### src/logic/prog_io_pkg.sv
// Constants and types shared by the programmable I/O cell bank
// Behaviour
// - Input, output and enable register sections
// - Input register samples pad, else bypass
// - Output register optional, else core data passes
// - Freeze latch holds unregistered selected inputs
// - One freeze control for the whole bank
// - Hold-input control keeps core input value
// - Before configuration: high impedance, pull-up on
// - User settings only after configuration completes
// - Unused pins: input blocked, pull-up off
// - Per-pin bit selects pull-up or none
// - Registered inputs ignore the freeze latch
`default_nettype none

package prog_io_pkg;

  // ----------------------------------------------------------------
  // Sizes
  // ----------------------------------------------------------------
  localparam int unsigned NUM_PINS = 8;
  localparam int unsigned ADDR_W   = 8;
  localparam int unsigned DATA_W   = 32;

  // ----------------------------------------------------------------
  // Register byte offsets
  // ----------------------------------------------------------------
  localparam logic [ADDR_W-1:0] OFS_CTRL    = 8'h00;
  localparam logic [ADDR_W-1:0] OFS_USED    = 8'h04;
  localparam logic [ADDR_W-1:0] OFS_IN_SEL  = 8'h08;
  localparam logic [ADDR_W-1:0] OFS_OUT_SEL = 8'h0C;
  localparam logic [ADDR_W-1:0] OFS_OE_SEL  = 8'h10;
  localparam logic [ADDR_W-1:0] OFS_PULL    = 8'h14;
  localparam logic [ADDR_W-1:0] OFS_FRZ_SEL = 8'h18;
  localparam logic [ADDR_W-1:0] OFS_PAD_IN  = 8'h1C;
  localparam logic [ADDR_W-1:0] OFS_STATUS  = 8'h20;

  // ----------------------------------------------------------------
  // Field positions and reset values
  // ----------------------------------------------------------------
  localparam int unsigned CTRL_DONE_BIT   = 0;
  localparam int unsigned CTRL_FREEZE_BIT = 1;
  localparam int unsigned STAT_DONE_BIT   = 0;
  localparam logic [NUM_PINS-1:0] RST_SEL  = 8'h00;
  localparam logic [NUM_PINS-1:0] RST_PULL = 8'hFF;

  // Configuration phase of the bank
  typedef enum logic [0:0] {
    PH_PRECONFIG = 1'b0,
    PH_USER      = 1'b1
  } cfg_phase_t;

endpackage

`default_nettype wire

### src/logic/prog_io_pin.sv
// One programmable I/O cell between core and pad
`default_nettype none

module prog_io_pin
  import prog_io_pkg::*;
(
  input  wire logic pclk,
  input  wire logic presetn,
  input  wire logic configured,
  input  wire logic used,
  input  wire logic in_reg_sel,
  input  wire logic out_reg_sel,
  input  wire logic oe_reg_sel,
  input  wire logic pullup_sel,
  input  wire logic freeze_sel,
  input  wire logic freeze,
  input  wire logic hold_input,
  input  wire logic in_tick,
  input  wire logic out_tick,
  input  wire logic clock_enable,
  input  wire logic pad_in,
  input  wire logic d_out,
  input  wire logic oe_core,
  output logic      d_in,
  output logic      pad_out,
  output logic      pad_oe,
  output logic      pad_pullup
);

  // ----------------------------------------------------------------
  // State
  // ----------------------------------------------------------------
  logic in_reg_q, in_reg_d;
  logic out_reg_q, out_reg_d;
  logic oe_reg_q, oe_reg_d;
  logic d_in_q, d_in_d;
  logic pad_out_q, pad_out_d;
  logic pad_oe_q, pad_oe_d;
  logic pull_q, pull_d;
  logic active;
  logic frozen;

  // Next values of the three register sections and the pad side
  always_comb begin
    active    = configured & used;
    frozen    = freeze & freeze_sel & ~in_reg_sel;
    in_reg_d  = in_reg_q;
    out_reg_d = out_reg_q;
    oe_reg_d  = oe_reg_q;
    // Registers move only on their own clock with enable high
    if (in_tick && clock_enable) begin
      in_reg_d = pad_in;
    end
    if (out_tick && clock_enable) begin
      out_reg_d = d_out;
      oe_reg_d  = oe_core;
    end
    // d_in_q doubles as the freeze latch, so no real latch is built
    if (!active) begin
      d_in_d = 1'b0;
    end else if (hold_input) begin
      d_in_d = d_in_q;
    end else if (in_reg_sel) begin
      d_in_d = in_reg_q;
    end else if (frozen) begin
      d_in_d = d_in_q;
    end else begin
      d_in_d = pad_in;
    end
    pad_out_d = active ? (out_reg_sel ? out_reg_q : d_out) : 1'b0;
    pad_oe_d  = active ? (oe_reg_sel ? oe_reg_q : oe_core) : 1'b0;
    // Pull-up forced on until configured, then per-pin choice
    pull_d = configured ? (used & pullup_sel) : 1'b1;
  end

  // Register all state
  always_ff @(posedge pclk or negedge presetn) begin
    if (!presetn) begin
      in_reg_q  <= 1'b0;
      out_reg_q <= 1'b0;
      oe_reg_q  <= 1'b0;
      d_in_q    <= 1'b0;
      pad_out_q <= 1'b0;
      pad_oe_q  <= 1'b0;
      pull_q    <= 1'b1;
    end else begin
      in_reg_q  <= in_reg_d;
      out_reg_q <= out_reg_d;
      oe_reg_q  <= oe_reg_d;
      d_in_q    <= d_in_d;
      pad_out_q <= pad_out_d;
      pad_oe_q  <= pad_oe_d;
      pull_q    <= pull_d;
    end
  end

  assign d_in       = d_in_q;
  assign pad_out    = pad_out_q;
  assign pad_oe     = pad_oe_q;
  assign pad_pullup = pull_q;

  // ----------------------------------------------------------------
  // Checks
  // ----------------------------------------------------------------
  a_preconfig_float: assert property (
    @(posedge pclk) disable iff (!presetn)
    !configured |=> (pad_pullup && !pad_oe))
    else $error("pin not floating with pull-up before config");

  a_unused_blocked: assert property (
    @(posedge pclk) disable iff (!presetn)
    (configured && !used) |=> (!d_in && !pad_pullup && !pad_oe))
    else $error("unused pin not blocked");

  a_freeze_holds: assert property (
    @(posedge pclk) disable iff (!presetn)
    (active && !in_reg_sel && freeze && freeze_sel) |=> $stable(d_in))
    else $error("frozen input changed");

  a_hold_input: assert property (
    @(posedge pclk) disable iff (!presetn)
    (active && hold_input) |=> $stable(d_in))
    else $error("held input changed");

  a_ce_keeps: assert property (
    @(posedge pclk) disable iff (!presetn)
    !clock_enable |=> ($stable(in_reg_q) && $stable(out_reg_q) &&
                       $stable(oe_reg_q)))
    else $error("register moved with clock enable low");

  a_in_sample: assert property (
    @(posedge pclk) disable iff (!presetn)
    (in_tick && clock_enable) |=> in_reg_q == $past(pad_in))
    else $error("input register missed its clock");

  a_out_bypass: assert property (
    @(posedge pclk) disable iff (!presetn)
    (active && !out_reg_sel) |=> pad_out == $past(d_out))
    else $error("output bypass wrong");

  a_oe_follow: assert property (
    @(posedge pclk) disable iff (!presetn)
    (active && !oe_reg_sel) |=> pad_oe == $past(oe_core))
    else $error("output enable bypass wrong");

  a_pull_select: assert property (
    @(posedge pclk) disable iff (!presetn)
    (configured && used) |=> pad_pullup == $past(pullup_sel))
    else $error("pull-up select ignored");

endmodule

`default_nettype wire

### src/logic/prog_io_cell.sv
// Bank of programmable I/O cells with APB configuration registers
`default_nettype none

module prog_io_cell
  import prog_io_pkg::*;
(
  // APB slave
  input  wire logic                pclk,
  input  wire logic                presetn,
  input  wire logic                psel,
  input  wire logic                penable,
  input  wire logic                pwrite,
  input  wire logic [ADDR_W-1:0]   paddr,
  input  wire logic [DATA_W-1:0]   pwdata,
  input  wire logic [3:0]          pstrb,
  output logic                     pready,
  output logic [DATA_W-1:0]        prdata,
  output logic                     pslverr,
  // Core side
  input  wire logic                input_clk,
  input  wire logic                output_clk,
  input  wire logic                clock_enable,
  input  wire logic                latch_input_value,
  input  wire logic [NUM_PINS-1:0] d_out,
  input  wire logic [NUM_PINS-1:0] output_enable,
  output logic      [NUM_PINS-1:0] d_in,
  // Pad side
  input  wire logic [NUM_PINS-1:0] pad_in,
  output logic      [NUM_PINS-1:0] pad_out,
  output logic      [NUM_PINS-1:0] pad_oe,
  output logic      [NUM_PINS-1:0] pad_pullup
);

  // ----------------------------------------------------------------
  // Register clock edges
  // ----------------------------------------------------------------
  // The register clocks are sampled as inputs and turned into
  // one-cycle ticks; they must stay below half the pclk rate.
  logic in_clk_q, in_clk_d;
  logic out_clk_q, out_clk_d;
  logic in_tick;
  logic out_tick;

  // Edge detection of both register clocks, kept independent
  always_comb begin
    in_clk_d  = input_clk;
    out_clk_d = output_clk;
    in_tick   = input_clk & ~in_clk_q;
    out_tick  = output_clk & ~out_clk_q;
  end

  // Previous clock levels
  always_ff @(posedge pclk or negedge presetn) begin
    if (!presetn) begin
      in_clk_q  <= 1'b0;
      out_clk_q <= 1'b0;
    end else begin
      in_clk_q  <= in_clk_d;
      out_clk_q <= out_clk_d;
    end
  end

  // ----------------------------------------------------------------
  // APB decode
  // ----------------------------------------------------------------
  logic addr_ok;
  logic setup_ph;
  logic wr_en;

  // Only exact word offsets decode; anything else errors
  always_comb begin
    case (paddr)
      OFS_CTRL, OFS_USED, OFS_IN_SEL, OFS_OUT_SEL,
      OFS_OE_SEL, OFS_PULL, OFS_FRZ_SEL,
      OFS_PAD_IN, OFS_STATUS: addr_ok = 1'b1;
      default:                addr_ok = 1'b0;
    endcase
    setup_ph = psel & ~penable;
    // Zero wait states, so the access edge is the commit edge
    wr_en    = psel & penable & pwrite & pstrb[0] & addr_ok;
  end

  assign pready = 1'b1;

  // ----------------------------------------------------------------
  // Configuration registers
  // ----------------------------------------------------------------
  cfg_phase_t          phase_q, phase_d;
  logic                freeze_q, freeze_d;
  logic [NUM_PINS-1:0] used_q, used_d;
  logic [NUM_PINS-1:0] in_sel_q, in_sel_d;
  logic [NUM_PINS-1:0] out_sel_q, out_sel_d;
  logic [NUM_PINS-1:0] oe_sel_q, oe_sel_d;
  logic [NUM_PINS-1:0] pull_q, pull_d;
  logic [NUM_PINS-1:0] frz_sel_q, frz_sel_d;
  logic [NUM_PINS-1:0] wbyte;

  // Register writes; the done flag can only be set, never cleared,
  // so a stray write cannot send pins back to the floating state
  always_comb begin
    wbyte     = pwdata[NUM_PINS-1:0];
    phase_d   = phase_q;
    freeze_d  = freeze_q;
    used_d    = used_q;
    in_sel_d  = in_sel_q;
    out_sel_d = out_sel_q;
    oe_sel_d  = oe_sel_q;
    pull_d    = pull_q;
    frz_sel_d = frz_sel_q;
    if (wr_en) begin
      case (paddr)
        OFS_CTRL: begin
          if (pwdata[CTRL_DONE_BIT]) begin
            phase_d = PH_USER;
          end
          freeze_d = pwdata[CTRL_FREEZE_BIT];
        end
        OFS_USED:    used_d    = wbyte;
        OFS_IN_SEL:  in_sel_d  = wbyte;
        OFS_OUT_SEL: out_sel_d = wbyte;
        OFS_OE_SEL:  oe_sel_d  = wbyte;
        OFS_PULL:    pull_d    = wbyte;
        OFS_FRZ_SEL: frz_sel_d = wbyte;
        default:     phase_d   = phase_q;
      endcase
    end
  end

  // Configuration state
  always_ff @(posedge pclk or negedge presetn) begin
    if (!presetn) begin
      phase_q   <= PH_PRECONFIG;
      freeze_q  <= 1'b0;
      used_q    <= RST_SEL;
      in_sel_q  <= RST_SEL;
      out_sel_q <= RST_SEL;
      oe_sel_q  <= RST_SEL;
      pull_q    <= RST_PULL;
      frz_sel_q <= RST_SEL;
    end else begin
      phase_q   <= phase_d;
      freeze_q  <= freeze_d;
      used_q    <= used_d;
      in_sel_q  <= in_sel_d;
      out_sel_q <= out_sel_d;
      oe_sel_q  <= oe_sel_d;
      pull_q    <= pull_d;
      frz_sel_q <= frz_sel_d;
    end
  end

  // ----------------------------------------------------------------
  // Read data
  // ----------------------------------------------------------------
  logic [DATA_W-1:0] rdata_q, rdata_d;
  logic              slverr_q, slverr_d;
  logic [DATA_W-1:0] rsel;

  // Read data is captured at the setup edge so that prdata comes
  // straight from a flop during the access phase
  always_comb begin
    rsel = '0;
    case (paddr)
      OFS_CTRL: begin
        rsel[CTRL_DONE_BIT]   = (phase_q == PH_USER);
        rsel[CTRL_FREEZE_BIT] = freeze_q;
      end
      OFS_USED:    rsel[NUM_PINS-1:0] = used_q;
      OFS_IN_SEL:  rsel[NUM_PINS-1:0] = in_sel_q;
      OFS_OUT_SEL: rsel[NUM_PINS-1:0] = out_sel_q;
      OFS_OE_SEL:  rsel[NUM_PINS-1:0] = oe_sel_q;
      OFS_PULL:    rsel[NUM_PINS-1:0] = pull_q;
      OFS_FRZ_SEL: rsel[NUM_PINS-1:0] = frz_sel_q;
      OFS_PAD_IN:  rsel[NUM_PINS-1:0] = pad_in;
      OFS_STATUS:  rsel[STAT_DONE_BIT] = (phase_q == PH_USER);
      default:     rsel = '0;
    endcase
    rdata_d  = rdata_q;
    slverr_d = slverr_q;
    if (setup_ph) begin
      rdata_d  = pwrite ? '0 : rsel;
      slverr_d = ~addr_ok;
    end
  end

  // Read data and error flops
  always_ff @(posedge pclk or negedge presetn) begin
    if (!presetn) begin
      rdata_q  <= '0;
      slverr_q <= 1'b0;
    end else begin
      rdata_q  <= rdata_d;
      slverr_q <= slverr_d;
    end
  end

  assign prdata  = rdata_q;
  assign pslverr = slverr_q & psel & penable;

  // ----------------------------------------------------------------
  // Cells
  // ----------------------------------------------------------------
  logic configured;

  assign configured = (phase_q == PH_USER);

  // One cell per pin; the bank freeze fans out to all of them
  genvar gi;
  generate
    for (gi = 0; gi < NUM_PINS; gi++) begin : g_pin
      prog_io_pin u_pin (
        .pclk         (pclk),
        .presetn      (presetn),
        .configured   (configured),
        .used         (used_q[gi]),
        .in_reg_sel   (in_sel_q[gi]),
        .out_reg_sel  (out_sel_q[gi]),
        .oe_reg_sel   (oe_sel_q[gi]),
        .pullup_sel   (pull_q[gi]),
        .freeze_sel   (frz_sel_q[gi]),
        .freeze       (freeze_q),
        .hold_input   (latch_input_value),
        .in_tick      (in_tick),
        .out_tick     (out_tick),
        .clock_enable (clock_enable),
        .pad_in       (pad_in[gi]),
        .d_out        (d_out[gi]),
        .oe_core      (output_enable[gi]),
        .d_in         (d_in[gi]),
        .pad_out      (pad_out[gi]),
        .pad_oe       (pad_oe[gi]),
        .pad_pullup   (pad_pullup[gi])
      );
    end
  endgenerate

  // ----------------------------------------------------------------
  // Checks
  // ----------------------------------------------------------------
  a_config_gate: assert property (
    @(posedge pclk) disable iff (!presetn)
    (phase_q == PH_PRECONFIG) |-> (pad_oe == '0 && pad_pullup == '1))
    else $error("pins left preconfig state too early");

  a_phase_sticky: assert property (
    @(posedge pclk) disable iff (!presetn)
    (phase_q == PH_USER) |=> (phase_q == PH_USER))
    else $error("configured phase was lost");

  a_tick_single: assert property (
    @(posedge pclk) disable iff (!presetn)
    (in_tick || out_tick) |=> ((!in_tick || !$past(in_tick)) &&
                               (!out_tick || !$past(out_tick))))
    else $error("register clock tick longer than a cycle");

  a_bad_addr_err: assert property (
    @(posedge pclk) disable iff (!presetn)
    (setup_ph && !addr_ok) |=> (penable ? pslverr : 1'b1))
    else $error("unmapped access not flagged");

endmodule

`default_nettype wire

### config.mk
export PLATFORM = sky130hd
export DESIGN_NAME = prog_io_cell
export DESIGN_NICKNAME = d
export VERILOG_FILES = /design/src/logic/prog_io_pkg.sv /design/src/logic/prog_io_pin.sv /design/src/logic/prog_io_cell.sv
export SDC_FILE = /design/constraint.sdc
export NUM_CORES = 1
export LEC_CHECK = 0
export BUFFER_PORTS_ARGS = -buffer_cell sky130_fd_sc_hd__buf_2
export CAP_MARGIN = 20
export CORE_AREA = 2 2 116 118
export CTS_BUF_LIST = sky130_fd_sc_hd__clkbuf_16
export CTS_CLUSTER_SIZE = 25
export DETAILED_ROUTE_END_ITERATION = 6
export DIE_AREA = 0 0 118 120
export PLACE_DENSITY = 0.68
export SLEW_MARGIN = 25
export SYNTH_ARGS = -nofsm -noshare
export SYNTH_HDL_FRONTEND = slang
export SYNTH_SLANG_ARGS = --single-unit
export TNS_END_PERCENT = 20
### constraint.sdc
create_clock -name pclk -period 1.6 [get_ports pclk]
set_input_delay 0.16 -clock pclk [delete_from_list [all_inputs] [get_ports pclk]]
set_output_delay 0.16 -clock pclk [all_outputs]
set_load 0.01 [all_outputs]
---- Word level (Yosys, flattened, before mapping) ----
Cells that the tools add are included.
storage, ports and cells
  logic and storage cells ................. 243
  bits of input ports ..................... 77
  bits in registers ....................... 141
operators by class
  multiplexer cells ....................... 77
  bitwise gates (word level) .............. 53
  equality and inequality tests ........... 24
  reduce and logical (&&, ||, !) cells .... 21
operators by type and width
  kind                number
  $mux 1              73
  $pmux 6 s7          1
  $and 1x1->1         41
  $eq 8x5->1 const B  4
  $reduce_and 2->1    15
  $ne 3x3->1 const B  8
  $eq 8x4->1 const B  2
  $ne 2x2->1 const B  8
  $pmux 1 s8          2
  $not 1->1           12
  $reduce_or 9->1     1
  $eq 8x3->1 const B  1
  $eq 8x6->1 const B  1
  $logic_not 8->1     1
  $mux 8              1
  $reduce_and 3->1    1
  $logic_and 1x1->1   2
  $reduce_or 2->1     1

---- Depth between registers and ports, before layout ----
  depth after elaboration ................. 6
  mapped depth ............................ 7
  mapped depth without buffers ............ 4

---- Hierarchy ----
From an unflattened synthesis, not the netlist that was laid out.
second synthesis, totals
  cell total of the unflattened synthesis .. 437
  area total of the unflattened synthesis .. 5434.0 um2
by module, submodules not included
  module        cells each  instances  area each (um2)
  prog_io_cell  245         1          3101.7
  prog_io_pin   24          8          291.5

---- Least setup slack after synthesis ----
No wires, ideal clock.
  kind .................................... in2reg
  start ................................... in paddr[4]
  end ..................................... reg in_sel_q[7]
  stages on the path ...................... 7
  data required time ...................... 1.475 ns
  data arrival time ....................... 1.489 ns
  library setup time ...................... 0.125 ns
  slack ................................... -0.014 ns
  path buffers ............................ 3
  cells stage by stage .................... buf_2 -> nor3_1 -> and4_1 -> buf_4 -> and2_1 -> buf_4 -> mux2_2
between the ends
  word-level cells in the longest chain between the ends .. 5
RTL lines
  element                             RTL line             RTL
  from (decl)                         prog_io_cell.sv:13   input wire logic [ADDR_W-1:0] paddr,
  $eq 8x3->1 (tied with other cells)  prog_io_cell.sv:72   case (paddr)
  $reduce_or 9->1                     prog_io_cell.sv:72
  $mux 1                              prog_io_cell.sv:72
  $and 1x1->1                         prog_io_cell.sv:80   wr_en = psel & penable & pwrite & pstrb[0] & addr_ok;
  $reduce_and 2->1 (no line) *        n/a
  to (signal assigned)                prog_io_cell.sv:144  in_sel_q <= in_sel_d;
  to (decl)                           prog_io_cell.sv:91   logic [NUM_PINS-1:0] in_sel_q, in_sel_d;
Every way passes the cells marked *; elsewhere a longest branch is shown, timed or not.
A chain may end at the register's enable or synchronous reset.

---- Worst setup path after layout ----
  start ................................... reg oe_sel_q[1]
  end ..................................... reg rdata_q[1] (netlist: prdata[1])
between the ends
  word-level cells in the longest chain between the ends .. 2
RTL lines
  element                 RTL line             RTL
  from (decl)             prog_io_cell.sv:93   logic [NUM_PINS-1:0] oe_sel_q, oe_sel_d;
  from (signal assigned)  prog_io_cell.sv:146  oe_sel_q <= oe_sel_d;
  $pmux 1 s8              prog_io_cell.sv:163  case (paddr)
  $mux 8                  prog_io_cell.sv:181  rdata_d = pwrite ? '0 : rsel;
  to (signal assigned)    prog_io_cell.sv:192  rdata_q <= rdata_d;
  to (decl)               prog_io_cell.sv:155  logic [DATA_W-1:0] rdata_q, rdata_d;
Every way passes these cells.

==> impl_metrics.ini <==
[route]
drt_iter0_drc = 204
drt_pass1_iterations = 4
via_per_inst = 5.14
drcViolationCount = 0
wl_per_cell_um = 17.2
vias = 4064
drt_wl_total_mm = 13.6
final_antenna_net_count = 0

[clock_network]
clkSlewWorstSetupHoldPaths_ns = 0.05
cts.htree.levels = 4
insertion_delay_ns = 0.42
clock_sinks = 117
cts_setup_buffers = 0
cts_tree = built
cts_buffers = 17
root_buffer = clkbuf_16
cts_buffer_depth = 2

[synth]
yosys.area.top_type_share = 0.447
synth_area_um2 = 5650
synth_top_flop_cell = dfrtp_1
yosysTopAreaCell = dfrtp_1
synth_cell_type_count = 46
synthArstFlopShare = 1.00
yosysWarnings = 0
syn_avg_cell_area_um2 = 12.1
synth_edf_count = 0
seq_area_frac_synth = 0.522
ys_ff_latch = 117
syn_inst = 465
ys_top_cells_by_area = dfrtp_1 (45%), mux2_2 (15%), buf_4 (8.0%), dfstp_2 (7.4%), mux2i_1 (5.0%)

[final_layout]
syn_to_final_growth_pct = 25.4
n_antenna_cell = 0
layoutNonFillerInstCount = 790
regArea_um2 = 2950
final.fill_count = 1130
drive_above_1_share = 0.445
fin_nets = 678
multi_input_area_um2 = 2250

[global_route]
grt_pass1_wl_mm = 22.1
gr-total-overflow = 0
grt_use_total = 0.204
antenna_found_initial = 0
grt_max_degree = 36
grt_pass1_vias = 4240

[timing]
finalSetupTns_ns = 0
fmax_ghz = 0.694
rsz0062_at_grt = false
period_share = 0.900
period_needed_ns = 1.44
finalHoldViolCount = 0
setup-violations-final = 0
drv_slew = 0
hold_ws_ns = 0.0157
finClkSkew_ns = 0.0109

[pwr]
finalPower_w = 0.00704
p_per_area_nw_per_um2 = 993
p_leak_nw = 3.43
vdd_drop_max_uv = 517

[setup_path]
start_kind = flop
slowest_stage = mux4_2
worstSetupPathType = reg -> reg
critPathRequiredTime_ns = 1.90
critPathArrivalTime_ns = 1.74
crit_fanout = 3
max_stage_delay_ns = 0.46
worstPathCellList = mux4_2 -> nand2_1 -> o211ai_1 -> a22o_1
end_kind = flop

[floorplan]
pin_count = 143
die_width_um = 118
die_y_um = 120
core_um2 = 13000
num_rows = 42
dieArea_um2 = 14200
start_util = 0.435

[outcome]
status = completed

[placement]
placed_cells = 738
hpwlAfterDp_mm = 9.71
io_buffers = 90
place_congestion = 0.872

[run]
maxCapViolCount = 0

[hold_path]
min_path_type = in -> reg
area by class of cell:
class                           instances  area share
Tap cell                              176      0.0311
Inverter                                9     0.00477
Clock inverter                         15      0.0122
Sequential cell                       117       0.416
Multi-Input combinational cell        288       0.317
Clock buffer                           17      0.0600
Timing Repair Buffer                  168       0.159
cells by family after synthesis:
family          synth area share
compound gates            0.0746
other cells              0.00133
mux                        0.215
buf+inv                   0.0966
flops                      0.522
simple gates              0.0906
report_power, final:
| group | internal [W] | switching [W] | total (W) |
|---|---|---|---|
| clock | 0.00205 | 0.00125 | 0.00330 |
| combinational | 0.000292 | 0.000296 | 0.000588 |
| sequential | 0.00309 | 0.0000599 | 0.00315 |
state kept, by name (all words and copies together), names as in the netlist, 8 cells and up:
register and flops:
oe_sel_q 8, g_pin.u_pin.oe_reg_q 8, frz_sel_q 8, g_pin.u_pin.out_reg_q 8
g_pin.u_pin.pad_out 8, g_pin.u_pin.pad_oe 8, out_sel_q 8, pull_q 8
g_pin.u_pin.pad_pullup 8, used_q 8, g_pin.u_pin.d_in 8, g_pin.u_pin.in_reg_q 8
prdata 8, in_sel_q 8
layout by cell type, fill, tap and decap left out, drive strengths merged, types with 6 or more instances in the layout:
master / n
nor2: 21
a22oi: 9
mux2: 75
mux2i: 28
o21ai: 11
nand3: 17
inv: 15
dfstp: 16
dlygate4sd3: 20
conb: 25
dfrtp: 101
a22o: 6
buf: 148
clkbuf: 17
nand2: 38
a21oi: 8
clkinv: 8
a311oi: 8
per-stage QoR:
step | setup WS [ns] | cell area [um2] | utilization
floorplan | 0.0174 | 5740 | -
global placement | -0.128 | 6370 | 0.491
detailed placement | -0.150 | 6370 | 0.491
CTS | 0.188 | 7090 | 0.546
global route | 0.131 | 7090 | 0.546
finish | 0.160 | 7090 | 0.546
worst max-delay path, delay by kind of cell, from the launching register on:
family / cells / cell delay, ns
AOI/OAI and AO/OA: 2 / 0.38
DFF: 1 / 0.41
muxes: 1 / 0.46
and+or+nand+nor: 1 / 0.08
synthesized netlist by cell type, types with 2 or more instances:
master	instances
nor3_1	4
dfrtp_1	101
nor3b_1	2
mux2_2	75
o211ai_1	2
nand3_1	16
mux2i_1	28
buf_2	7
o2bb2ai_1	3
o21ai_0	11
nor2_1	19
a21oi_1	8
nand3b_1	4
a311oi_1	8
o221ai_1	2
mux4_2	4
a22o_1	6
nand4_1	3
buf_4	60
inv_1	9
nand2_1	37
nor2_2	2
conb_1	2
a22oi_1	9
dfstp_2	16
clkbuf_1	6
and4_1	2
layer usage:
layer	up-vias	wire length [um]	track usage	part of all wire
met1	2050	6070	0.270	0.45
li1	1859	-	-	-
met4	0	216	0.0633	0.016
met3	20	820	0.0632	0.060
met2	135	6500	0.324	0.48
met5	-	0	0	0
final timing paths:
kind / slack (ns) / startpoint / cells after the start / endpoint
setup / recovery: 0.16 / oe_sel_q[1]$_DFFE_PN0P_ / 4 / prdata[1]$_DFFE_PN0P_
hold / removal: 0.02 / pad_in[0] / 2 / g_pin[0].u_pin.in_reg_q$_DFFE_PN0P_
setup reg to reg: 0.16 / oe_sel_q[1]$_DFFE_PN0P_ / 4 / prdata[1]$_DFFE_PN0P_
hold reg to reg: 0.47 / pull_q[6]$_DFFE_PN1P_ / 2 / g_pin[6].u_pin.pad_pullup$_DFF_PN1_
max in group asynchronous: 0.79 / presetn / 3 / g_pin[1].u_pin.pad_pullup$_DFF_PN1_
min in group asynchronous: 0.21 / presetn / 2 / g_pin[2].u_pin.pad_out$_DFF_PN0_
timing repair:
action,CTS,global route
hold endpoints to repair,44,0
gates resized for setup,0,0
hold buffers,20,0
Power figures use the tool's default switching activity.
